[config.mk]
export PLATFORM = sky130hd
export DESIGN_NAME = sas_supervisor
export DESIGN_NICKNAME = d
export VERILOG_FILES = /design/src/include/sas_pkg.sv /design/src/rtl/sas_mode_gate.sv /design/src/rtl/sas_history.sv /design/src/rtl/sas_supervisor.sv
export SDC_FILE = /design/constraint.sdc
export NUM_CORES = 1
export LEC_CHECK = 0
export BUFFER_PORTS_ARGS = -buffer_cell sky130_fd_sc_hd__buf_2
export CORE_ASPECT_RATIO = 0.75
export CORE_MARGIN = 2
export CORE_UTILIZATION = 50
export CTS_BUF_LIST = sky130_fd_sc_hd__clkbuf_4 sky130_fd_sc_hd__clkbuf_8 sky130_fd_sc_hd__clkbuf_16
export DETAILED_ROUTE_END_ITERATION = 7
export GPL_TIMING_DRIVEN = 1
export HOLD_SLACK_MARGIN = 0.15
export PLACE_DENSITY = 0.75
export REMOVE_ABC_BUFFERS = 1
export SYNTH_ARGS = -nofsm -noshare
export SYNTH_HDL_FRONTEND = slang
export SYNTH_SLANG_ARGS = --single-unit
[constraint.sdc]
create_clock -name mclk -period 6.7 [get_ports mclk]
set_clock_uncertainty 0.1 [all_clocks]
set_input_delay 0 -clock mclk [delete_from_list [all_inputs] [get_ports mclk]]
set_output_delay 0 -clock mclk [all_outputs]
set_load 0.05 [all_outputs]
[src/include/sas_pkg.sv]
// Constants and types for the servo alarm supervisor.
// Assumes a single 40 MHz clock domain.
package sas_pkg;
	localparam int SAS_CLK_HZ = 40_000_000;
	localparam logic [3:0] SAS_ADAPT_DISABLE = 4'h2;
	localparam logic [3:0] SAS_CODE_OUT_ENABLE = 4'h1;
	localparam logic SAS_FORCED_DECEL_RESET = 1'b1;
	localparam logic [7:0] SAS_PARAM_ERR_NUM = 8'h37;
	localparam logic [7:0] SAS_TOUGH_WARN_NUM = 8'hF0;
	localparam logic [7:0] SAS_WARN_FIRST = 8'h90;
	localparam logic [7:0] SAS_WARN_LAST = 8'hF3;
	localparam int SAS_DECEL_TIME_US = 100;
	localparam int SAS_DECEL_CYCLES = (SAS_DECEL_TIME_US * (SAS_CLK_HZ / 1_000_000));
	localparam int SAS_HIST_DEPTH = 8;
	typedef enum logic [1:0] {
		SAS_STOP_SD,
		SAS_STOP_DB,
		SAS_STOP_EDB
	} sas_stop_t;
	typedef enum {
		SAS_RUN,
		SAS_DECEL,
		SAS_BRAKE
	} sas_state_t;
	localparam logic [1:0] SAS_CLR_RESET = 2'b01;
	localparam logic [1:0] SAS_CLR_POWER = 2'b10;
endpackage

[src/rtl/sas_mode_gate.sv]
// Control mode selection and function gating.
// Assumes settings are static levels from the parameter store.
`timescale 1ns/1ps
module sas_mode_gate
	import sas_pkg::*;
(
	input wire logic [3:0] adaptive_mode_select,
	input wire logic forced_decel_enable,
	input wire logic vib_supp1_enable,
	input wire logic vib_supp2_enable,
	input wire logic overshoot_comp_enable,
	output logic pid_only,
	output logic vib_supp1_active,
	output logic vib_supp2_active,
	output logic overshoot_comp_active,
	output logic param_error
);
	always_comb begin
		pid_only = (adaptive_mode_select == SAS_ADAPT_DISABLE);
		param_error = pid_only && forced_decel_enable;
		vib_supp1_active = vib_supp1_enable && !pid_only;
		vib_supp2_active = vib_supp2_enable && !pid_only;
		overshoot_comp_active = overshoot_comp_enable && !pid_only;
	end
endmodule

[src/rtl/sas_history.sv]
// Alarm history record, newest entry at index 0.
// Assumes log_valid is a one-cycle pulse.
`timescale 1ns/1ps
module sas_history
	import sas_pkg::*;
#(
	parameter int DEPTH = SAS_HIST_DEPTH
) (
	input wire logic mclk,
	input wire logic rst,
	input wire logic log_valid,
	input wire logic [7:0] log_num,
	input wire logic [$clog2(DEPTH)-1:0] rd_index,
	output logic [7:0] rd_num
);
	if (DEPTH < 2 || (1 << $clog2(DEPTH)) != DEPTH) begin : g_depth_chk
		$error("DEPTH must be a power of two, at least 2");
	end
	typedef struct packed {
		logic [DEPTH-1:0][7:0] entry;
		logic [7:0] rd;
	} sas_hist_t;
	sas_hist_t s_q, s_d;
	always_comb begin
		s_d = s_q;
		if (log_valid) begin
			for (int i = DEPTH - 1; i > 0; i--) begin
				s_d.entry[i] = s_q.entry[i-1];
			end
			s_d.entry[0] = log_num;
		end
		s_d.rd = s_q.entry[rd_index];
	end
	always_ff @(posedge mclk or posedge rst) begin
		if (rst) begin
			s_q <= '0;
		end else begin
			s_q <= s_d;
		end
	end
	assign rd_num = s_q.rd;
endmodule

[src/rtl/sas_supervisor.sv]
// Servo alarm supervisor top: mode gating, stop sequencing, alarm latch,
// history, alarm code outputs. Assumes all inputs synchronous to mclk.
// Summary of operation
// - Adaptive mode at disable value selects PID using three loop gain settings.
// - PID-only with forced decel enabled raises parameter error alarm.
// - Forced decel setting defaults enabled; host clears it before PID-only.
// - PID-only keeps both vibration suppression controls inactive.
// - PID-only keeps overshoot compensation inactive.
// - Parameter error and warnings except tough drive not recorded in history.
// - Any active alarm deasserts the malfunction output.
// - Decel-then-brake class: forced deceleration first, then dynamic brake.
// - Brake classes apply the brake at once, skipping deceleration.
// - Alarm clears only after cause gone, by a permitted method.
// - Warnings cancel automatically once their cause is gone.
// - Clear input, panel set press with alarm view selected, or tool command each reset alarms.
// - Power cycle clears alarms; display blanked before power returns.
// - Code output select at enable puts alarm code on three bits.
// - Warnings 90 to F3 drive no alarm code.
// - No active alarm means no alarm code driven.
// - Active alarm or warning number shown on the display.
`timescale 1ns/1ps
module sas_supervisor
	import sas_pkg::*;
#(
	parameter int DECEL_CYCLES = SAS_DECEL_CYCLES,
	parameter int HIST_DEPTH = SAS_HIST_DEPTH
) (
	input wire logic mclk,
	input wire logic rst,
	input wire logic [3:0] adaptive_mode_select,
	input wire logic forced_decel_enable,
	input wire logic [3:0] alarm_code_output_select,
	input wire logic [7:0] position_loop_gain,
	input wire logic [7:0] speed_loop_gain,
	input wire logic [7:0] speed_integral_comp,
	input wire logic vib_supp1_enable,
	input wire logic vib_supp2_enable,
	input wire logic overshoot_comp_enable,
	input wire logic fault_detect,
	input wire logic [7:0] fault_num,
	input wire logic [2:0] fault_code,
	input wire logic [1:0] fault_stop,
	input wire logic [1:0] fault_clear_ok,
	input wire logic alarm_clear_input,
	input wire logic panel_set_press,
	input wire logic panel_alarm_view,
	input wire logic tool_alarm_reset,
	input wire logic power_down,
	input wire logic servo_on_input,
	input wire logic [$clog2(HIST_DEPTH)-1:0] hist_rd_index,
	output logic [7:0] hist_rd_num,
	output logic pid_only,
	output logic [7:0] active_position_gain,
	output logic [7:0] active_speed_gain,
	output logic [7:0] active_integral_comp,
	output logic vib_supp1_active,
	output logic vib_supp2_active,
	output logic overshoot_comp_active,
	output logic malfunction_output,
	output logic forced_decel_active,
	output logic brake_active,
	output logic [2:0] alarm_code,
	output logic display_on,
	output logic [7:0] display_num,
	output logic display_valid
);
	if (DECEL_CYCLES < 1) begin : g_decel_chk
		$error("DECEL_CYCLES must be at least 1");
	end
	if (HIST_DEPTH < 2 || (1 << $clog2(HIST_DEPTH)) != HIST_DEPTH) begin : g_depth_chk
		$error("HIST_DEPTH must be a power of two, at least 2");
	end

	typedef struct packed {
		logic alarm;
		logic [7:0] alarm_num;
		logic [2:0] alarm_code;
		logic [1:0] clear_ok;
		logic has_code;
		logic warn;
		logic [7:0] warn_num;
		logic fault_prev;
		logic log_valid;
		logic [7:0] log_num;
		sas_state_t state;
		logic [31:0] decel_cnt;
		logic [7:0] pos_gain;
		logic [7:0] spd_gain;
		logic [7:0] int_comp;
		logic [2:0] code_out;
		logic [7:0] disp_num;
		logic disp_valid;
		logic disp_on;
	} sas_top_t;

	sas_top_t s_q, s_d;
	logic param_error;
	logic pid_mode;
	logic is_warn;
	logic is_alarm_event;
	logic cause_present;
	logic reset_req;

	sas_mode_gate u_mode_gate (
		.adaptive_mode_select(adaptive_mode_select),
		.forced_decel_enable(forced_decel_enable),
		.vib_supp1_enable(vib_supp1_enable),
		.vib_supp2_enable(vib_supp2_enable),
		.overshoot_comp_enable(overshoot_comp_enable),
		.pid_only(pid_mode),
		.vib_supp1_active(vib_supp1_active),
		.vib_supp2_active(vib_supp2_active),
		.overshoot_comp_active(overshoot_comp_active),
		.param_error(param_error)
	);

	sas_history #(
		.DEPTH(HIST_DEPTH)
	) u_history (
		.mclk(mclk),
		.rst(rst),
		.log_valid(s_q.log_valid),
		.log_num(s_q.log_num),
		.rd_index(hist_rd_index),
		.rd_num(hist_rd_num)
	);

	always_comb begin
		is_warn = (fault_num >= SAS_WARN_FIRST) && (fault_num <= SAS_WARN_LAST);
		is_alarm_event = fault_detect && !is_warn;
		// Cause of the latched alarm still present
		cause_present = (s_q.alarm_num == SAS_PARAM_ERR_NUM) ? param_error
			: (fault_detect && fault_num == s_q.alarm_num);
		reset_req = alarm_clear_input || (panel_set_press && panel_alarm_view) || tool_alarm_reset;
	end

	always_comb begin
		s_d = s_q;
		s_d.log_valid = 1'b0;
		s_d.fault_prev = fault_detect;
		// Warnings follow their cause directly
		s_d.warn = fault_detect && is_warn;
		s_d.warn_num = fault_num;
		if (!s_q.alarm) begin
			if (param_error) begin
				s_d.alarm = 1'b1;
				s_d.alarm_num = SAS_PARAM_ERR_NUM;
				s_d.has_code = 1'b1;
				s_d.alarm_code = 3'h0;
				s_d.clear_ok = SAS_CLR_RESET | SAS_CLR_POWER;
				if (s_q.state == SAS_RUN) begin
					s_d.state = SAS_BRAKE;
				end
			end else if (is_alarm_event) begin
				s_d.alarm = 1'b1;
				s_d.alarm_num = fault_num;
				s_d.alarm_code = fault_code;
				s_d.has_code = 1'b1;
				s_d.clear_ok = fault_clear_ok;
				if (s_q.state == SAS_RUN) begin
					if (fault_stop == 2'(SAS_STOP_SD) && forced_decel_enable) begin
						s_d.state = SAS_DECEL;
						s_d.decel_cnt = '0;
					end else begin
						s_d.state = SAS_BRAKE;
					end
				end
			end
		end else if (!cause_present && reset_req && s_q.clear_ok[0]) begin
			s_d.alarm = 1'b0;
			s_d.has_code = 1'b0;
			s_d.state = SAS_RUN;
		end
		// History entry on a new event, filtered
		if (fault_detect && !s_q.fault_prev) begin
			if (!is_warn || fault_num == SAS_TOUGH_WARN_NUM) begin
				s_d.log_valid = 1'b1;
				s_d.log_num = fault_num;
			end
		end
		// Warning stop when no alarm is held
		if (!s_q.alarm && fault_detect && is_warn && s_q.state == SAS_RUN && fault_num != SAS_TOUGH_WARN_NUM) begin
			if (fault_stop == 2'(SAS_STOP_SD) && forced_decel_enable) begin
				s_d.state = SAS_DECEL;
				s_d.decel_cnt = '0;
			end else if (fault_stop != 2'(SAS_STOP_SD)) begin
				s_d.state = SAS_BRAKE;
			end
		end
		case (s_q.state)
			SAS_RUN: begin
			end
			SAS_DECEL: begin
				if (s_q.decel_cnt == 32'(DECEL_CYCLES - 1)) begin
					s_d.state = SAS_BRAKE;
				end else begin
					s_d.decel_cnt = s_q.decel_cnt + 32'h1;
				end
			end
			SAS_BRAKE: begin
				if (!s_d.alarm && !s_d.warn) begin
					s_d.state = SAS_RUN;
				end
			end
			default: begin
				s_d.state = SAS_RUN;
			end
		endcase
		// Gains used by the PID loop
		if (pid_mode) begin
			s_d.pos_gain = position_loop_gain;
			s_d.spd_gain = speed_loop_gain;
			s_d.int_comp = speed_integral_comp;
		end else begin
			s_d.pos_gain = 8'h00;
			s_d.spd_gain = 8'h00;
			s_d.int_comp = 8'h00;
		end
		// Alarm code bits
		if (s_d.alarm && s_d.has_code && alarm_code_output_select == SAS_CODE_OUT_ENABLE) begin
			s_d.code_out = s_d.alarm_code;
		end else begin
			s_d.code_out = 3'h0;
		end
		// Display
		s_d.disp_on = !power_down;
		if (s_d.alarm) begin
			s_d.disp_num = s_d.alarm_num;
			s_d.disp_valid = 1'b1;
		end else if (s_d.warn) begin
			s_d.disp_num = s_d.warn_num;
			s_d.disp_valid = 1'b1;
		end else begin
			s_d.disp_num = 8'h00;
			s_d.disp_valid = 1'b0;
		end
		if (power_down) begin
			s_d.disp_valid = 1'b0;
		end
	end

	always_ff @(posedge mclk or posedge rst) begin
		if (rst) begin
			// Power-up clears any alarm
			s_q <= '0;
			s_q.state <= SAS_RUN;
		end else begin
			s_q <= s_d;
		end
	end

	always_comb begin
		pid_only = pid_mode;
		active_position_gain = s_q.pos_gain;
		active_speed_gain = s_q.spd_gain;
		active_integral_comp = s_q.int_comp;
		malfunction_output = !s_q.alarm;
		forced_decel_active = (s_q.state == SAS_DECEL);
		brake_active = (s_q.state == SAS_BRAKE);
		alarm_code = s_q.code_out;
		display_on = s_q.disp_on;
		display_num = s_q.disp_num;
		display_valid = s_q.disp_valid;
	end
endmodule

==> results.cfg, run 1 <==
[outcome]
status = finished, final reports clean

[global_routing]
antenna_found_initial = 0
track_usage = 0.209
grt_overflow = 0
grt_pass1_vias = 6131
grt_max_degree = 132
grt_pass1_wl_mm = 30.1

[synth]
synth_warnings = 0
muxShareOfSynthArea = 0.147
ys_seq_elements = 197
synth-edff-count = 0
postSynth.asyncResetShare = 1.00
synthXorXnorAreaFrac = 0.0235
synth_simple_gate_area_frac = 0.129
synth_top_family_by_area = multiplexers
synth_adder_area_share = 0.00146
avgSynthCellArea_um2 = 12.9
synth-compound-area-share = 0.0672
syn_area_mm2 = 0.00858
synthFlopType = dfrtp_1
ys_seq_area_frac = 0.574
syn_inst = 667
ys_types = 64

[setup_path]
worstPathArrival_ns = 3.51
required_ns = 6.96
reg2regPathDepth = 6
critPathCaptureType = register
timing.rr.end = s_q[46]
crit_type = register to register
critPathLaunchType = register
r2r-start = s_q[88]
cp-endpoint = s_q[46]
r2r_setup_slack_ns = 3.45
crit_fanout = 20
worstSetupStartpoint = s_q[88]

[sta]
rsz0062_at_grt = no
fmax_mhz = 308
setup-tns-final_ns = 0
setup_viol = 0
maxSlewViolCount = 0
tightest_slew_ns = 1.23
period_share = 0.485
hold_viol = 0
finalCriticalPeriod_ns = 3.25
maxSlewHeadroom = 0.175

[route]
avgViaCountPerCell = 5.44
routedWlPerCell_um = 16.9
detail_route.iter0.violations = 433
totalWireLength_mm = 17.9
drc = 0
antenna_left = 0
vias = 5767
drtPass1Iterations = 5

[job]
drv_cap = 0

[layout]
antenna_cells = 0
final_area_mm2 = 0.0104
nNetsFinal = 896
drive_above_1_share = 0.317
syn_to_final_growth_pct = 21.5

[power_and_ir_drop]
powerDensity_mw_per_mm2 = 343
ir_drop_mv = 0.203
p_total_w = 0.00358
leakagePower_nw = 4.72

[clock_tree]
clkLatencyLatePin_ns = 0.43
cts_buffers = 17
cts_buffer_depth = 2
post_cts_resized = 0
cts_root_buf = clkbuf_16
cts_sinks = 197
clkTransAtPathRegs_ns = 0.07
post-cts-setup-buffer-count = 0
cts_tree = done
h-tree-depth = 4
hold_buffers = 70

[floorplanning]
die_x_um = 155
ios = 115
coreArea_mm2 = 0.0168
start_util = 0.510
die_y_um = 117
rows = 41
die-area_mm2 = 0.0182

[place]
dpl.hpwl_mm = 10.9
gp_congestion = 0.847
io_buffer_count = 112
placed_area_mm2 = 0.00911

[worst_hold_path]
hold_path.class = primary input to register
[Yosys cell counts (all sizes together) (6+ instances only)]
cell type	number	area (um^2)
dfrtp	197	4930
mux2	80	901
buf	54	409
nand3	36	185
and2	31	195
nor2	30	115
nand2	26	97.6
clkbuf	16	60.1
mux4	16	360
xnor2	16	140
o21ai	15	78.8
nand4	14	87.6
nor4	13	87.6
a21oi	10	61.3
nor3	8	45.0
a22o	7	61.3
o211ai	7	52.6
xor2	7	61.3
and3	6	37.5
o22a	6	52.6
or3	6	37.5
[critical path, stage by stage, from the launching register on]
cell and delay, ns:
dfrtp_1 0.36, nor4_1 0.34, nand4_1 0.28, nor4b_4 0.83, nand2_1 0.67, or3_1 0.52, nand3_1 0.08
[logic make-up (layout without fill, tap and decap cells)]
group	after synthesis	after routing
AOI/OAI and AO/OA	76	76
xor gates and xnor gates	23	23
adders and majority gates	1	1
buffers and inverters	75	224
DFF	197	197
muxes	96	96
other	1	30
and+or+nand+nor	198	198
[layout make-up]
| class | instances | area [um^2] |
|---|---|---|
| clock inverters | 10 | 145 |
| repair buffers | 187 | 1300 |
| fillers | 1216 | 6390 |
| multi-input cells | 424 | 3280 |
| inverters | 5 | 26.3 |
| clock buffers | 22 | 482 |
| flip-flops and latches | 197 | 4930 |
| well taps | 215 | 269 |
[power breakdown]
part / switching [W] / total (W) / internal, W / leakage, nW
Clock: 0.000445 / 0.00107 / 0.000630 / 0.309
Sequential: 0.000182 / 0.00166 / 0.00148 / 2.36
Combinational: 0.000451 / 0.000844 / 0.000393 / 2.06
Total: 0.00108 / 0.00358 / 0.00250 / 4.72
[worst min-delay path by stage]
stage / startpoint / cells past startpoint / to / slack [ns]
floorplan: fault_detect / 0 / s_q[110] / -0.07
global placement: fault_detect / 1 / s_q[110] / 0.1
detailed placement: fault_detect / 1 / s_q[110] / 0.09
CTS: hist_rd_index[1] / 3 / u_history.rd_num[5] / 0.16
global route: hist_rd_index[1] / 3 / u_history.rd_num[4] / 0.18
finish: hist_rd_index[1] / 3 / u_history.rd_num[0] / 0.18
[state kept, by name, summed over array words and instances, names as in the netlist, 3 cells and up]
signal,flops
s_q,88
u_history.s_q,64
active_integral_comp,8
active_position_gain,8
active_speed_gain,8
display_num,8
u_history.rd_num,8
alarm_code,3
[routing by layer]
layer,share of wire,global-route usage
met5,0,0
met3,0.060,0.0534
met1,0.45,0.280
met2,0.48,0.331
met4,0.019,0.0768
[layout by cell type, fill, tap and decap left out, types with 5 or more instances in the layout]
cell type / count
o211ai_1: 7
clkbuf_16: 17
buf_2: 112
o22a_1: 6
nand3_1: 35
and4_1: 5
nor2_1: 29
buf_4: 5
and2_1: 30
and3_1: 6
a21oi_1: 7
dlygate4sd3_1: 70
nor3_1: 7
dfrtp_1: 196
mux4_2: 16
nand4_1: 14
nand2b_1: 5
o21ai_0: 13
xor2_1: 7
mux2_2: 80
conb_1: 30
or3_1: 6
nand2_1: 26
nor4_1: 12
a22o_1: 7
xnor2_1: 16
[stage by stage]
step | hold slack (ns) | cells | util | worst slack, ns
after detailed placement | 0.0941 | 958 | 0.541 | 3.48
after global routing | 0.178 | 1060 | 0.620 | 3.30
after floorplan | -0.0686 | 626 | - | 1.23
final | 0.175 | 1060 | 0.620 | 3.45
after CTS | 0.163 | 1060 | 0.620 | 3.48
after global placement | 0.0983 | 958 | 0.541 | 3.61
Note: power is estimated with default switching activity, not from simulation.
==> run 2, diff against run 1 <==
Settings changed: PLACE_DENSITY 0.75 to 0.78.
Clock period 6.7 ns to 2.7 ns, I/O delays scaled along.
==> results.cfg, run 2 (synthesized netlist as in run 1, its figures left out) <==
[outcome]
status = finished, final reports clean

[route]
vias = 5775
avgViaCountPerCell = 5.36
antenna_left = 0
drtPass1Iterations = 4
totalWireLength_mm = 18.0
drc = 0
detail_route.iter0.violations = 415
routedWlPerCell_um = 16.7

[sta]
finalCriticalPeriod_ns = 2.50
rsz0062_at_grt = no
setup_viol = 0
fmax_mhz = 400
period_share = 0.927
tightest_slew_ns = 0.787
maxSlewViolCount = 0
maxSlewHeadroom = 0.468
hold_viol = 0

[place]
dp.cells = 970
dpl.hpwl_mm = 10.9
gp_congestion = 0.815
placed_area_mm2 = 0.00923
io_buffer_count = 112

[floorplanning]
coreArea_mm2 = 0.0168
die_x_um = 155
die_y_um = 117
rows = 41
start_util = 0.510
ios = 115
die-area_mm2 = 0.0182

[setup_path]
cpMaxStageDelayCell = or2_2
crit_type = register to output pin
critical-path-top-delay-family = simple AND/OR/NAND/NOR gates
cp.depth = 5
reg2regPathDepth = 7
worstPathArrival_ns = 2.40
critPathCaptureType = output pin
crit_fanout = 4
cpPeakStageDelay_ns = 0.40
cp_num_buf_inv = 1
worstPathCellList = nor4_1, nand4_1, or2_2, nor3b_2, buf_2
critPathLaunchType = register
required_ns = 2.60

[global_routing]
grtUsageMet3 = 0.0519
track_usage = 0.209
grt_pass1_wl_mm = 30.0
grt_busiest_layer = met2
grt_util_met1 = 0.287
grt_pass1_vias = 5901
grt_overflow = 0
antenna_found_initial = 0
grt_max_degree = 94
use_met2 = 0.324

[layout]
top_regs = s_q (88), u_history.s_q (64)
drive_above_1_share = 0.326
largest_reg_flops = 88
syn_to_final_growth_pct = 23.7
final_area_mm2 = 0.0106
final_common_cell = dfrtp_1
regMostFlops = s_q
final_util = 0.631
nNetsFinal = 914
fin_cells = 1078
antenna_cells = 0
final_cell_mix = dfrtp_1 (196), buf_2 (112), mux2_2 (80), dlygate4sd3_1 (76), nand3_1 (35)

[power_and_ir_drop]
ir_drop_mv = 0.500
leakagePower_nw = 4.81
powerDensity_mw_per_mm2 = 847

[clock_tree]
clkLatencyLatePin_ns = 0.43
cts_sinks = 197
post-cts-setup-buffer-count = 0
cts_tree = done
clkTransAtPathRegs_ns = 0.07
cts_buffer_depth = 2
h-tree-depth = 4
cts_root_buf = clkbuf_16
cts_buffers = 17

[worst_hold_path]
hold_path.class = primary input to register
whs_path_depth = 3

[job]
drv_cap = 0
run 2: cell count changes in the layout (fill, tap and decap cells not counted), sizes merged:
cell | before | now
buf | 117 | 129
clkinv | 4 | 3
clkinvlp | 1 | 3
dlygate4sd3 | 70 | 76
inv | 7 | 6
run 2: final cells by class:
class | instances | area (um^2)
Sequential cell | 197 | 4930
Clock inverter | 10 | 146
Timing Repair Buffer | 205 | 1490
Fill cell | 1268 | 6200
Tap cell | 215 | 269
Multi-Input combinational cell | 424 | 3290
Inverter | 5 | 26.3
Clock buffer | 22 | 475
run 2: per-layer routing:
metal | vias up | share of wire
met5 | - | 0
met4 | 0 | 0.024
met3 | 24 | 0.057
met2 | 204 | 0.47
met1 | 2849 | 0.45
li1 | 2698 | -
run 2: per-stage QoR:
stage               setup TNS, ns  setup WS [ns]  power [W]  hold WS (ns)
detailed placement              0          0.301    0.00626        0.0568
global route                    0         0.0551    0.00943         0.178
finish                          0          0.198    0.00900         0.168
CTS                             0         0.0327    0.00904         0.161
global placement                0          0.294    0.00617        0.0548
floorplan                 -691.29          -2.77    0.00565       -0.0686
run 2: timing repair:
item / in CTS / in global routing
hold buffers: 76 / 0
setup endpoints to repair: 0 / 1
resized for setup: 0 / 1
endpoints found under the hold margin: 239 / 0
run 2: worst min-delay path, stage by stage:
cell    delay (ns)
buf_2         0.25
mux4_2        0.27
mux2_2        0.14
run 2: path summary, 6_finish.rpt:
kind | startpoint | to | slack [ns]
min reg2reg | s_q[120] | s_q[120] | 0.39
max in group asynchronous | rst | u_history.s_q[62] | 0.96
min in group asynchronous | rst | s_q[64] | 0.72
min | hist_rd_index[1] | u_history.rd_num[2] | 0.17
max | s_q[88] | brake_active | 0.20
max reg2reg | s_q[37] | s_q[49] | 0.23
run 2: report_power, final:
group	internal, W	switching (W)	leakage [nW]
Combinational	0.00106	0.00117	2.15
Clock	0.00155	0.00108	0.299
Sequential	0.00368	0.000471	2.36
